`src/rtl/timer_pkg.sv`:
```
package timer_pkg;

	localparam int unsigned CTRL_W        = 9;
	localparam logic [4:0]  OFS_CTRL      = 5'h00;
	localparam logic [4:0]  OFS_TRIG      = 5'h04;
	localparam logic [4:0]  OFS_TIMER     = 5'h08;
	localparam logic [4:0]  OFS_STATUS    = 5'h0c;
	localparam int unsigned ST_IRQ        = 0;
	localparam int unsigned ST_ACTIVE     = 1;
	localparam int unsigned ST_OUT        = 2;
	localparam logic [15:0] TIMER_RESET   = 16'h0000;
	localparam logic [15:0] CNT_MAX       = 16'hffff;
	localparam logic [2:0]  DIV8_LAST     = 3'h7;
	localparam logic [4:0]  DIV32_LAST    = 5'h1f;
	// period of 2^16-1 ticks: phase runs 0..fffe
	localparam logic [15:0] PWM16_LAST    = 16'hfffe;
	// period of 2^8-1 prescaled steps
	localparam logic [7:0]  PWM8_LAST     = 8'hfe;
	localparam int unsigned CH_NORMAL     = 2;
	localparam int unsigned CH_SELECT     = 3;
	localparam int unsigned CH_X4         = 4;

	typedef enum logic [1:0] {MODE_QUAD, MODE_ONESHOT, MODE_PWM16, MODE_PWM8} mode_t;
	typedef enum logic [2:0] {TRIG_SW, TRIG_FALL, TRIG_RISE, TRIG_PREV, TRIG_NEXT} trig_t;
	typedef enum logic [1:0] {SRC_DIV1, SRC_DIV8, SRC_DIV32, SRC_SUB32} src_t;
	typedef enum logic [1:0] {CH_IDLE, CH_DELAY, CH_ACTIVE} chan_state_t;

	typedef struct packed {
		logic  quadX4;
		src_t  src;
		trig_t trig;
		mode_t mode;
		logic  run;
	} ctrl_t;

	localparam ctrl_t CTRL_RESET = ctrl_t'(9'h000);

endpackage : timer_pkg

```
`src/rtl/multimode_timer_channel.sv`:
```
// Behaviour
// - two-phase x4 mode counts every effective phase edge while run is set
// - free-run underflow wraps without reload and sets the request flag
// - free-run overflow wraps without reload and sets the request flag
// - up/down decided by which phase edges and the other phase level
// - channel three selects x4 decoding; channel two normal only; channel four x4 only
// - one-shot trigger with run set starts down count and drives output high
// - one-shot reaching zero: output low, reload, stop, set request flag
// - retrigger while counting reloads at the next count-source tick
// - one-shot run cleared: stop, reload, output low, set request flag
// - start condition selects pin fall, pin rise, neighbour overflow or software
// - 16-bit PWM rising trigger with run set starts count, output high
// - PWM output falls after high time and sets request flag then
// - PWM counter reloads every period and keeps counting
// - PWM run cleared freezes counter and forces output low
// - 16-bit PWM period 2^16-1 ticks, high time n ticks
// - 16-bit PWM with value zero keeps output low
// - 8-bit PWM period (m+1)(2^8-1) ticks, high n(m+1) ticks
// - 8-bit PWM with upper byte zero keeps output low
// - 8-bit PWM first holds output low for one high width after trigger
// - 8-bit PWM falling trigger with run set starts the down count
// - count source is div1, div8, div32 or subclock div32
`timescale 1ns/1ps
module multimode_timer_channel #(
	parameter int unsigned CHANNEL = 3
) (
	input  wire logic        clk,
	input  wire logic        rstn,
	input  wire logic        wb_cyc_i,
	input  wire logic        wb_stb_i,
	input  wire logic        wb_we_i,
	input  wire logic [4:0]  wb_adr_i,
	input  wire logic [3:0]  wb_sel_i,
	input  wire logic [31:0] wb_dat_i,
	output logic      [31:0] wb_dat_o,
	output logic             wb_ack_o,
	input  wire logic        timerInputPin,
	input  wire logic        timerOutputPinIn,
	output logic             timerOutputPinOut,
	output logic             timerOutputPinOe,
	input  wire logic        subclk,
	input  wire logic        previousChannelOvf,
	input  wire logic        nextChannelOvf,
	output logic             channelOvf,
	output logic             irqReq
);
	import timer_pkg::*;

	function automatic logic [31:0] byteMask(input logic [3:0] sel);
		byteMask = {{8{sel[3]}}, {8{sel[2]}}, {8{sel[1]}}, {8{sel[0]}}};
	endfunction : byteMask

	////////////////////////////////////////////////////////////////
	// pin synchronisers, edges
	logic [2:0]  inSh_q, outSh_q, subSh_q;
	logic        inLvl, outLvl, inRise, inFall, outRise, outFall, subRise;

	always_ff @(posedge clk or negedge rstn) begin
		if (!rstn) begin
			inSh_q  <= 3'h0;
			outSh_q <= 3'h0;
			subSh_q <= 3'h0;
		end else begin
			inSh_q  <= {inSh_q[1:0], timerInputPin};
			outSh_q <= {outSh_q[1:0], timerOutputPinIn};
			subSh_q <= {subSh_q[1:0], subclk};
		end
	end

	// only stages 1 and 2 are looked at; stage 0 is the metastable one
	assign inLvl   = inSh_q[1];
	assign outLvl  = outSh_q[1];
	assign inRise  = inSh_q[1] & ~inSh_q[2];
	assign inFall  = ~inSh_q[1] & inSh_q[2];
	assign outRise = outSh_q[1] & ~outSh_q[2];
	assign outFall = ~outSh_q[1] & outSh_q[2];
	assign subRise = subSh_q[1] & ~subSh_q[2];

	////////////////////////////////////////////////////////////////
	// count-source dividers
	logic [4:0] presc_q, subDiv_q;
	logic       tick;
	ctrl_t      ctrl_q;

	always_ff @(posedge clk or negedge rstn) begin
		if (!rstn) begin
			presc_q  <= 5'h00;
			subDiv_q <= 5'h00;
		end else begin
			presc_q  <= presc_q + 5'h01;
			if (subRise)
				subDiv_q <= subDiv_q + 5'h01;
		end
	end

	assign tick = (ctrl_q.src == SRC_DIV1)  ? 1'b1 :
	              (ctrl_q.src == SRC_DIV8)  ? (presc_q[2:0] == DIV8_LAST) :
	              (ctrl_q.src == SRC_DIV32) ? (presc_q == DIV32_LAST) :
	              (subRise && subDiv_q == DIV32_LAST);

	////////////////////////////////////////////////////////////////
	// wishbone slave: ack one cycle after the request, then one idle cycle
	logic [15:0] reload_q, cnt_q, cnt_d, phase_q, phase_d;
	logic [7:0]  pre_q, pre_d;
	logic        ack_q, req, wr, ctrlWr, timerWr, trigWr, statWr;
	logic [31:0] dat_q, rdData, ctrlMerged, timerMerged;
	logic        irq_q, out_q, out_d, oe_q, ovf_q, ovf_d, pend_q, pend_d, runPrev_q;
	chan_state_t state_q, state_d;

	assign req         = wb_cyc_i & wb_stb_i & ~ack_q;
	assign wr          = req & wb_we_i;
	assign ctrlWr      = wr && wb_adr_i[4:2] == OFS_CTRL[4:2];
	assign trigWr      = wr && wb_adr_i[4:2] == OFS_TRIG[4:2];
	assign timerWr     = wr && wb_adr_i[4:2] == OFS_TIMER[4:2];
	assign statWr      = wr && wb_adr_i[4:2] == OFS_STATUS[4:2];
	assign ctrlMerged  = ({23'h0, ctrl_q} & ~byteMask(wb_sel_i)) | (wb_dat_i & byteMask(wb_sel_i));
	assign timerMerged = ({16'h0, reload_q} & ~byteMask(wb_sel_i)) | (wb_dat_i & byteMask(wb_sel_i));
	// unmapped addresses and the trigger register read as zero
	assign rdData = (wb_adr_i[4:2] == OFS_CTRL[4:2])   ? {23'h0, ctrl_q} :
	                (wb_adr_i[4:2] == OFS_TIMER[4:2])  ? {16'h0, cnt_q} :
	                (wb_adr_i[4:2] == OFS_STATUS[4:2]) ? {29'h0, out_q, state_q != CH_IDLE, irq_q} :
	                32'h0;

	always_ff @(posedge clk or negedge rstn) begin
		if (!rstn) begin
			ack_q    <= 1'b0;
			dat_q    <= 32'h0;
			ctrl_q   <= CTRL_RESET;
			reload_q <= TIMER_RESET;
		end else begin
			ack_q <= req;
			if (req)
				dat_q <= wb_we_i ? 32'h0 : rdData;
			if (ctrlWr)
				ctrl_q <= ctrl_t'(ctrlMerged[CTRL_W-1:0]);
			if (timerWr)
				reload_q <= timerMerged[15:0];
		end
	end

	////////////////////////////////////////////////////////////////
	// event selection and two-phase decode
	logic swTrig, trigEv, useX4, cntUp, cntDn, runFall, irqSet, irqClr;
	logic [7:0] pwmN, pwmM;
	logic       step;

	assign swTrig  = trigWr & wb_sel_i[0] & wb_dat_i[0];
	assign trigEv  = (ctrl_q.trig == TRIG_SW)   ? swTrig :
	                 (ctrl_q.trig == TRIG_FALL) ? inFall :
	                 (ctrl_q.trig == TRIG_RISE) ? inRise :
	                 (ctrl_q.trig == TRIG_PREV) ? previousChannelOvf :
	                 (ctrl_q.trig == TRIG_NEXT) ? nextChannelOvf : 1'b0;
	assign useX4   = (CHANNEL == CH_X4) ? 1'b1 :
	                 (CHANNEL == CH_SELECT) ? ctrl_q.quadX4 : 1'b0;
	assign cntUp   = useX4 ? ((inRise & outLvl) | (inFall & ~outLvl) |
	                          (outRise & ~inLvl) | (outFall & inLvl)) : (inRise & outLvl);
	assign cntDn   = useX4 ? ((inFall & outLvl) | (inRise & ~outLvl) |
	                          (outRise & inLvl) | (outFall & ~inLvl)) : (inFall & outLvl);
	assign runFall = runPrev_q & ~ctrl_q.run;
	assign irqClr  = statWr & wb_sel_i[0] & wb_dat_i[ST_IRQ];
	assign pwmN    = reload_q[15:8];
	assign pwmM    = reload_q[7:0];
	assign step    = tick && pre_q == pwmM;

	////////////////////////////////////////////////////////////////
	// channel next-state
	always_comb begin
		cnt_d   = cnt_q;
		phase_d = phase_q;
		pre_d   = pre_q;
		state_d = state_q;
		out_d   = out_q;
		pend_d  = pend_q;
		ovf_d   = 1'b0;
		irqSet  = 1'b0;
		case (ctrl_q.mode)
			MODE_QUAD: begin
				state_d = CH_IDLE;
				out_d   = 1'b0;
				if (ctrl_q.run && (cntUp ^ cntDn)) begin
					if (cntUp) begin
						cnt_d = cnt_q + 16'h0001;
						if (cnt_q == CNT_MAX) begin
							irqSet = 1'b1;
							ovf_d  = 1'b1;
						end
					end else begin
						cnt_d = cnt_q - 16'h0001;
						if (cnt_q == 16'h0000) begin
							irqSet = 1'b1;
							ovf_d  = 1'b1;
						end
					end
				end
			end
			MODE_ONESHOT: begin
				if (runFall) begin
					state_d = CH_IDLE;
					cnt_d   = reload_q;
					out_d   = 1'b0;
					pend_d  = 1'b0;
					irqSet  = 1'b1;
				end else if (ctrl_q.run && state_q == CH_IDLE && trigEv) begin
					state_d = CH_ACTIVE;
					cnt_d   = reload_q;
					out_d   = 1'b1;
				end else if (ctrl_q.run && state_q == CH_ACTIVE) begin
					if (trigEv)
						pend_d = 1'b1;
					if (tick) begin
						if (pend_q | trigEv) begin
							cnt_d  = reload_q;
							pend_d = 1'b0;
						end else if (cnt_q <= 16'h0001) begin
							cnt_d   = reload_q;
							out_d   = 1'b0;
							state_d = CH_IDLE;
							irqSet  = 1'b1;
							ovf_d   = 1'b1;
						end else begin
							cnt_d = cnt_q - 16'h0001;
						end
					end
				end
			end
			MODE_PWM16: begin
				if (runFall) begin
					state_d = CH_IDLE;
					out_d   = 1'b0;
					irqSet  = out_q;
				end else if (ctrl_q.run && state_q == CH_IDLE && trigEv) begin
					state_d = CH_ACTIVE;
					phase_d = 16'h0000;
					cnt_d   = reload_q;
					out_d   = reload_q != 16'h0000;
				end else if (ctrl_q.run && state_q == CH_ACTIVE && tick) begin
					if (phase_q == PWM16_LAST) begin
						phase_d = 16'h0000;
						cnt_d   = reload_q;
						out_d   = reload_q != 16'h0000;
						ovf_d   = 1'b1;
					end else begin
						phase_d = phase_q + 16'h0001;
						if (cnt_q != 16'h0000) begin
							cnt_d = cnt_q - 16'h0001;
							if (cnt_q == 16'h0001) begin
								out_d  = 1'b0;
								irqSet = 1'b1;
							end
						end
					end
				end
			end
			MODE_PWM8: begin
				if (ctrl_q.run && tick && state_q != CH_IDLE)
					pre_d = step ? 8'h00 : pre_q + 8'h01;
				if (runFall) begin
					state_d = CH_IDLE;
					out_d   = 1'b0;
					irqSet  = out_q;
				end else if (ctrl_q.run && state_q == CH_IDLE && trigEv) begin
					state_d = CH_DELAY;
					cnt_d   = {8'h00, pwmN};
					pre_d   = 8'h00;
					out_d   = 1'b0;
				end else if (ctrl_q.run && state_q == CH_DELAY && step) begin
					if (cnt_q <= 16'h0001) begin
						state_d = CH_ACTIVE;
						phase_d = 16'h0000;
						cnt_d   = {8'h00, pwmN};
						out_d   = pwmN != 8'h00;
					end else begin
						cnt_d = cnt_q - 16'h0001;
					end
				end else if (ctrl_q.run && state_q == CH_ACTIVE && step) begin
					if (phase_q[7:0] == PWM8_LAST) begin
						phase_d = 16'h0000;
						cnt_d   = {8'h00, pwmN};
						out_d   = pwmN != 8'h00;
						ovf_d   = 1'b1;
					end else begin
						phase_d = phase_q + 16'h0001;
						if (cnt_q != 16'h0000) begin
							cnt_d = cnt_q - 16'h0001;
							if (cnt_q == 16'h0001) begin
								out_d  = 1'b0;
								irqSet = 1'b1;
							end
						end
					end
				end
			end
			default: begin
				state_d = CH_IDLE;
				out_d   = 1'b0;
			end
		endcase
		// a stopped counter takes a written value so counting starts from it
		if (timerWr && !ctrl_q.run)
			cnt_d = timerMerged[15:0];
	end

	always_ff @(posedge clk or negedge rstn) begin
		if (!rstn) begin
			cnt_q     <= TIMER_RESET;
			phase_q   <= 16'h0000;
			pre_q     <= 8'h00;
			state_q   <= CH_IDLE;
			out_q     <= 1'b0;
			oe_q      <= 1'b0;
			pend_q    <= 1'b0;
			ovf_q     <= 1'b0;
			irq_q     <= 1'b0;
			runPrev_q <= 1'b0;
		end else begin
			cnt_q     <= cnt_d;
			phase_q   <= phase_d;
			pre_q     <= pre_d;
			state_q   <= state_d;
			out_q     <= out_d;
			// phase pins stay undriven while decoding
			oe_q      <= ctrl_q.mode != MODE_QUAD;
			pend_q    <= pend_d;
			ovf_q     <= ovf_d;
			// set beats a clear in the same cycle
			irq_q     <= irqSet | (irq_q & ~irqClr);
			runPrev_q <= ctrl_q.run;
		end
	end

	assign wb_dat_o          = dat_q;
	assign wb_ack_o          = ack_q;
	assign timerOutputPinOut = out_q;
	assign timerOutputPinOe  = oe_q;
	assign channelOvf        = ovf_q;
	assign irqReq            = irq_q;

	logic quadRun;
	assign quadRun = ctrl_q.mode == MODE_QUAD && ctrl_q.run && !timerWr && !ctrlWr;
endmodule : multimode_timer_channel

```
`config.mk`:
```
export PLATFORM = sky130hd
export DESIGN_NAME = multimode_timer_channel
export DESIGN_NICKNAME = d
export VERILOG_FILES = /design/src/rtl/timer_pkg.sv /design/src/rtl/multimode_timer_channel.sv
export SDC_FILE = /design/constraint.sdc
export NUM_CORES = 1
export LEC_CHECK = 0
export BUFFER_PORTS_ARGS = -buffer_cell sky130_fd_sc_hd__buf_2
export CORE_ASPECT_RATIO = 0.75
export CORE_MARGIN = 4
export CORE_UTILIZATION = 48
export CTS_CLUSTER_DIAMETER = 150
export DETAILED_ROUTE_END_ITERATION = 6
export GPL_TIMING_DRIVEN = 0
export PLACE_DENSITY = 0.77
export SLEW_MARGIN = 20
export SYNTH_ARGS = -nofsm -noshare
export SYNTH_HDL_FRONTEND = slang
export SYNTH_SLANG_ARGS = --single-unit
```
`constraint.sdc`:
```
create_clock -name clk -period 2.79 [get_ports clk]
set_clock_uncertainty 0.2 [all_clocks]
set_input_delay 0.558 -clock clk [delete_from_list [all_inputs] [get_ports clk]]
set_output_delay 0.558 -clock clk [all_outputs]
set_load 0.01 [all_outputs]
```
==> impl_metrics.py <==
metrics = {
    "status": {
        "status": "complete, but fails checks",
        "violations": "design-rule violations, negative setup slack",
    },
    "timing": {
        "slew_viol_final": 0,
        "timing.hold.ws_ps": 80.2,
        "slew_headroom": 0.406,
        "fmax_mhz": 330,
        "rsz0062_at_grt": "yes",
        "finalHoldViolCount": 0,
        "final.period_utilization": 1.09,
        "tightestPinTransition_ps": 892,
        "timing.final.ws_setup_ps": -240,
        "setup_violations": 31,
        "period_needed_ps": 3030,
    },
    "grt": {
        "grt_overflow": 0,
        "grt_pass1_wl_um": 37100,
        "antenna_found_initial": 0,
        "grt_pass1_vias": 6640,
        "grt.total_usage": 0.282,
        "grt_max_degree": 70,
    },
    "floorplanning": {
        "start_util": 0.494,
        "fp-row-count": 38,
        "coreArea_mm2": 0.0146,
        "die_w_um": 150,
        "io_pins": 88,
        "die_area_mm2": 0.0171,
        "die_h_um": 114,
    },
    "detailed_routing": {
        "vias": 7201,
        "vias_per_cell": 6.44,
        "routed_wl_um": 24600,
        "first_pass_iters": 7,
        "ant_nets": 0,
        "drc": 13,
        "routedWlPerCell_um": 22.0,
        "first_iter_violations": 1097,
    },
    "power_and_ir_drop": {
        "power.leakage_nw": 4.00,
        "peakVddDrop_mv": 0.472,
        "power.density_mw_per_mm2": 678,
        "finalPower_mw": 6.20,
    },
    "cells_and_area": {
        "diodes": 0,
        "n_fill_cell": 1250,
        "synthToLayoutAreaGrowth_pct": 26.8,
        "drive_gt1_frac": 0.317,
        "instances_no_fill": 1118,
        "design_area_mm2": 0.00915,
        "nNetsFinal": 975,
    },
    "worst_setup_path": {
        "worstSetupEndpointType": "register",
        "critPathArrivalTime_ps": 3100,
        "crit_fanout": 10,
        "start_kind": "register",
        "worstPathRequired_ps": 2860,
        "crit_type": "register to register",
        "slowest_delay_ps": 530,
        "cpMaxStageDelayCell": "nand2_1",
        "worstPathCellList": "clkbuf_1 > nand2_1 > nor2_4 > a21oi_2 > o211ai_1 > o221ai_1 > a22oi_1",
    },
    "clocking": {
        "cts.clk_slew.worst_paths_ps": 90,
        "cts_sinks": 109,
        "cts_max_level": 3,
        "cts.path.max_buffers": 2,
        "cts_root_buf": "clkbuf_16",
        "cts_inserted_buffers": 9,
        "clkLatencyLatePin_ps": 380,
        "cts_tree": "yes",
    },
    "yosys": {
        "synth_top_area_share": 0.378,
        "synth_common_cells": "109 x dfrtp_1, 66 x nand2_1, 44 x nor2_1, 39 x o21ai_0, 33 x a21oi_1",
        "synth_most_common_cell": "dfrtp_1",
        "synth_seq_area_share": 0.378,
        "synth-edff-count": 0,
        "yosys_warnings": 0,
        "synthesis.area_mm2": 0.00721,
        "synthTopCellsByArea": "dfrtp_1 38%, mux2_2 4.5%, nand2_1 3.4%, mux2i_1 3.2%, xor2_1 2.9%",
        "synthFlopType": "dfrtp_1",
        "syn_avg_cell_area_um2": 9.20,
        "yosysTopAreaCell": "dfrtp_1",
        "synth-seq-cells": 109,
        "synth.distinct_cells": 86,
        "synth-async-reset-ratio": 1.00,
        "syn-instance-count": 784,
    },
    "place": {
        "dp.cells": 1048,
        "numPortBuffers": 48,
        "pre_cts_ws_ps": -857,
        "hpwl_um": 16900,
        "gp_congestion": 1.05,
        "dpl_cell_area_mm2": 0.00780,
    },
    "min_path": {
        "min_path_type": "input pin to register",
    },
    "job": {
        "maxCapViolations": 0,
    },
}
flip-flops by register name (all words and copies together) (netlist names), named ones only:
| signal | flops |
|---|---|
| state_q | 2 |
| presc_q | 5 |
| phase_q | 16 |
| subDiv_q | 5 |
| reload_q | 16 |
| timerOutputPinOut | 1 |
| runPrev_q | 1 |
| irqReq | 1 |
| cnt_q | 16 |
| timerOutputPinOe | 1 |
| subSh_q | 3 |
| pend_q | 1 |
| channelOvf | 1 |
| wb_dat_o | 16 |
| wb_ack_o | 1 |
| pre_q | 8 |
| inSh_q | 3 |
| outSh_q | 3 |
per-layer routing:
metal	track usage	part of all wire	up-vias
li1	-	-	3164
met5	0.0118	0	-
met1	0.416	0.42	3434
met2	0.371	0.39	504
met3	0.112	0.15	99
met4	0.0957	0.036	0
path summary, 6_finish.rpt:
| kind | cells past startpoint | end | slack (ps) | startpoint |
|---|---|---|---|---|
| max | 7 | cnt_q[0] | -240 | register |
| min | 1 | outSh_q[0] | 80 | timerOutputPinIn |
| max reg2reg | 7 | cnt_q[0] | -240 | register |
| min reg2reg | 0 | subSh_q[1] | 150 | subSh_q[0] |
| max in group asynchronous | 3 | cnt_q[0] | 1220 | rstn |
| min in group asynchronous | 2 | reload_q[8] | 450 | rstn |
cell type report:
| cell class | instances | area [µm²] | area share |
|---|---|---|---|
| Multi-Input combinational cell | 610 | 4650 | 0.508 |
| Sequential cell | 109 | 2740 | 0.299 |
| Timing Repair Buffer | 103 | 732 | 0.0800 |
| Buffer | 62 | 394 | 0.0431 |
| Tap cell | 200 | 250 | 0.0274 |
| Clock buffer | 9 | 225 | 0.0246 |
| Clock inverter | 7 | 88.8 | 0.00971 |
| Inverter | 18 | 71.3 | 0.00780 |
critical path, delay by kind of cell (launching register included):
| family | cells | cell delay, ps |
|---|---|---|
| AOI/OAI and AO/OA | 4 | 900 |
| buffers and inverters | 1 | 470 |
| DFF | 1 | 400 |
| and+or+nand+nor | 2 | 980 |
repair_timing:
action	CTS	global route
hold endpoints to repair	40	0
setup endpoints to repair	42	42
setup buffers	35	19
pin swaps	35	43
gates cloned	1	0
hold buffers	1	0
gates resized for setup	83	60
report_power, final:
| group | switching (mW) | leakage [nW] | internal (mW) |
|---|---|---|---|
| Combinational | 1.66 | 2.46 | 1.11 |
| Clock | 0.704 | 0.153 | 0.649 |
| Sequential | 0.256 | 1.39 | 1.82 |
through the flow:
stage	setup TNS, ps	utilization
after floorplan	0	-
final	-2920	0.627
after global placement	-53800	0.532
after global routing	-7540	0.627
after CTS	-1070	0.600
after detailed placement	-22620	0.535
logic make-up after synthesis:
logic type	synth area share
compound gates	0.205
flops	0.378
simple gates	0.211
xor+xnor	0.0498
buf+inv	0.0588
mux	0.0772
other cells	0.000520
fa+ha+maj	0.0191
placed cells by master (no fill, tap or decap), types with 10 or more instances in the layout:
master,instances
o21ai_1,35
nand4_1,24
nand3_1,27
nor2_1,37
clkbuf_1,20
a21oi_1,28
nand2_1,62
mux2i_1,23
nand2b_1,13
o21ai_0,28
xnor2_1,17
a31oi_1,12
nor2b_1,10
mux2_2,29
and3_1,13
buf_4,67
xor2_1,24
inv_1,16
conb_1,16
nor3_1,12
buf_2,54
buf_6,16
dfrtp_1,103
(Power assumes the default switching activity.)
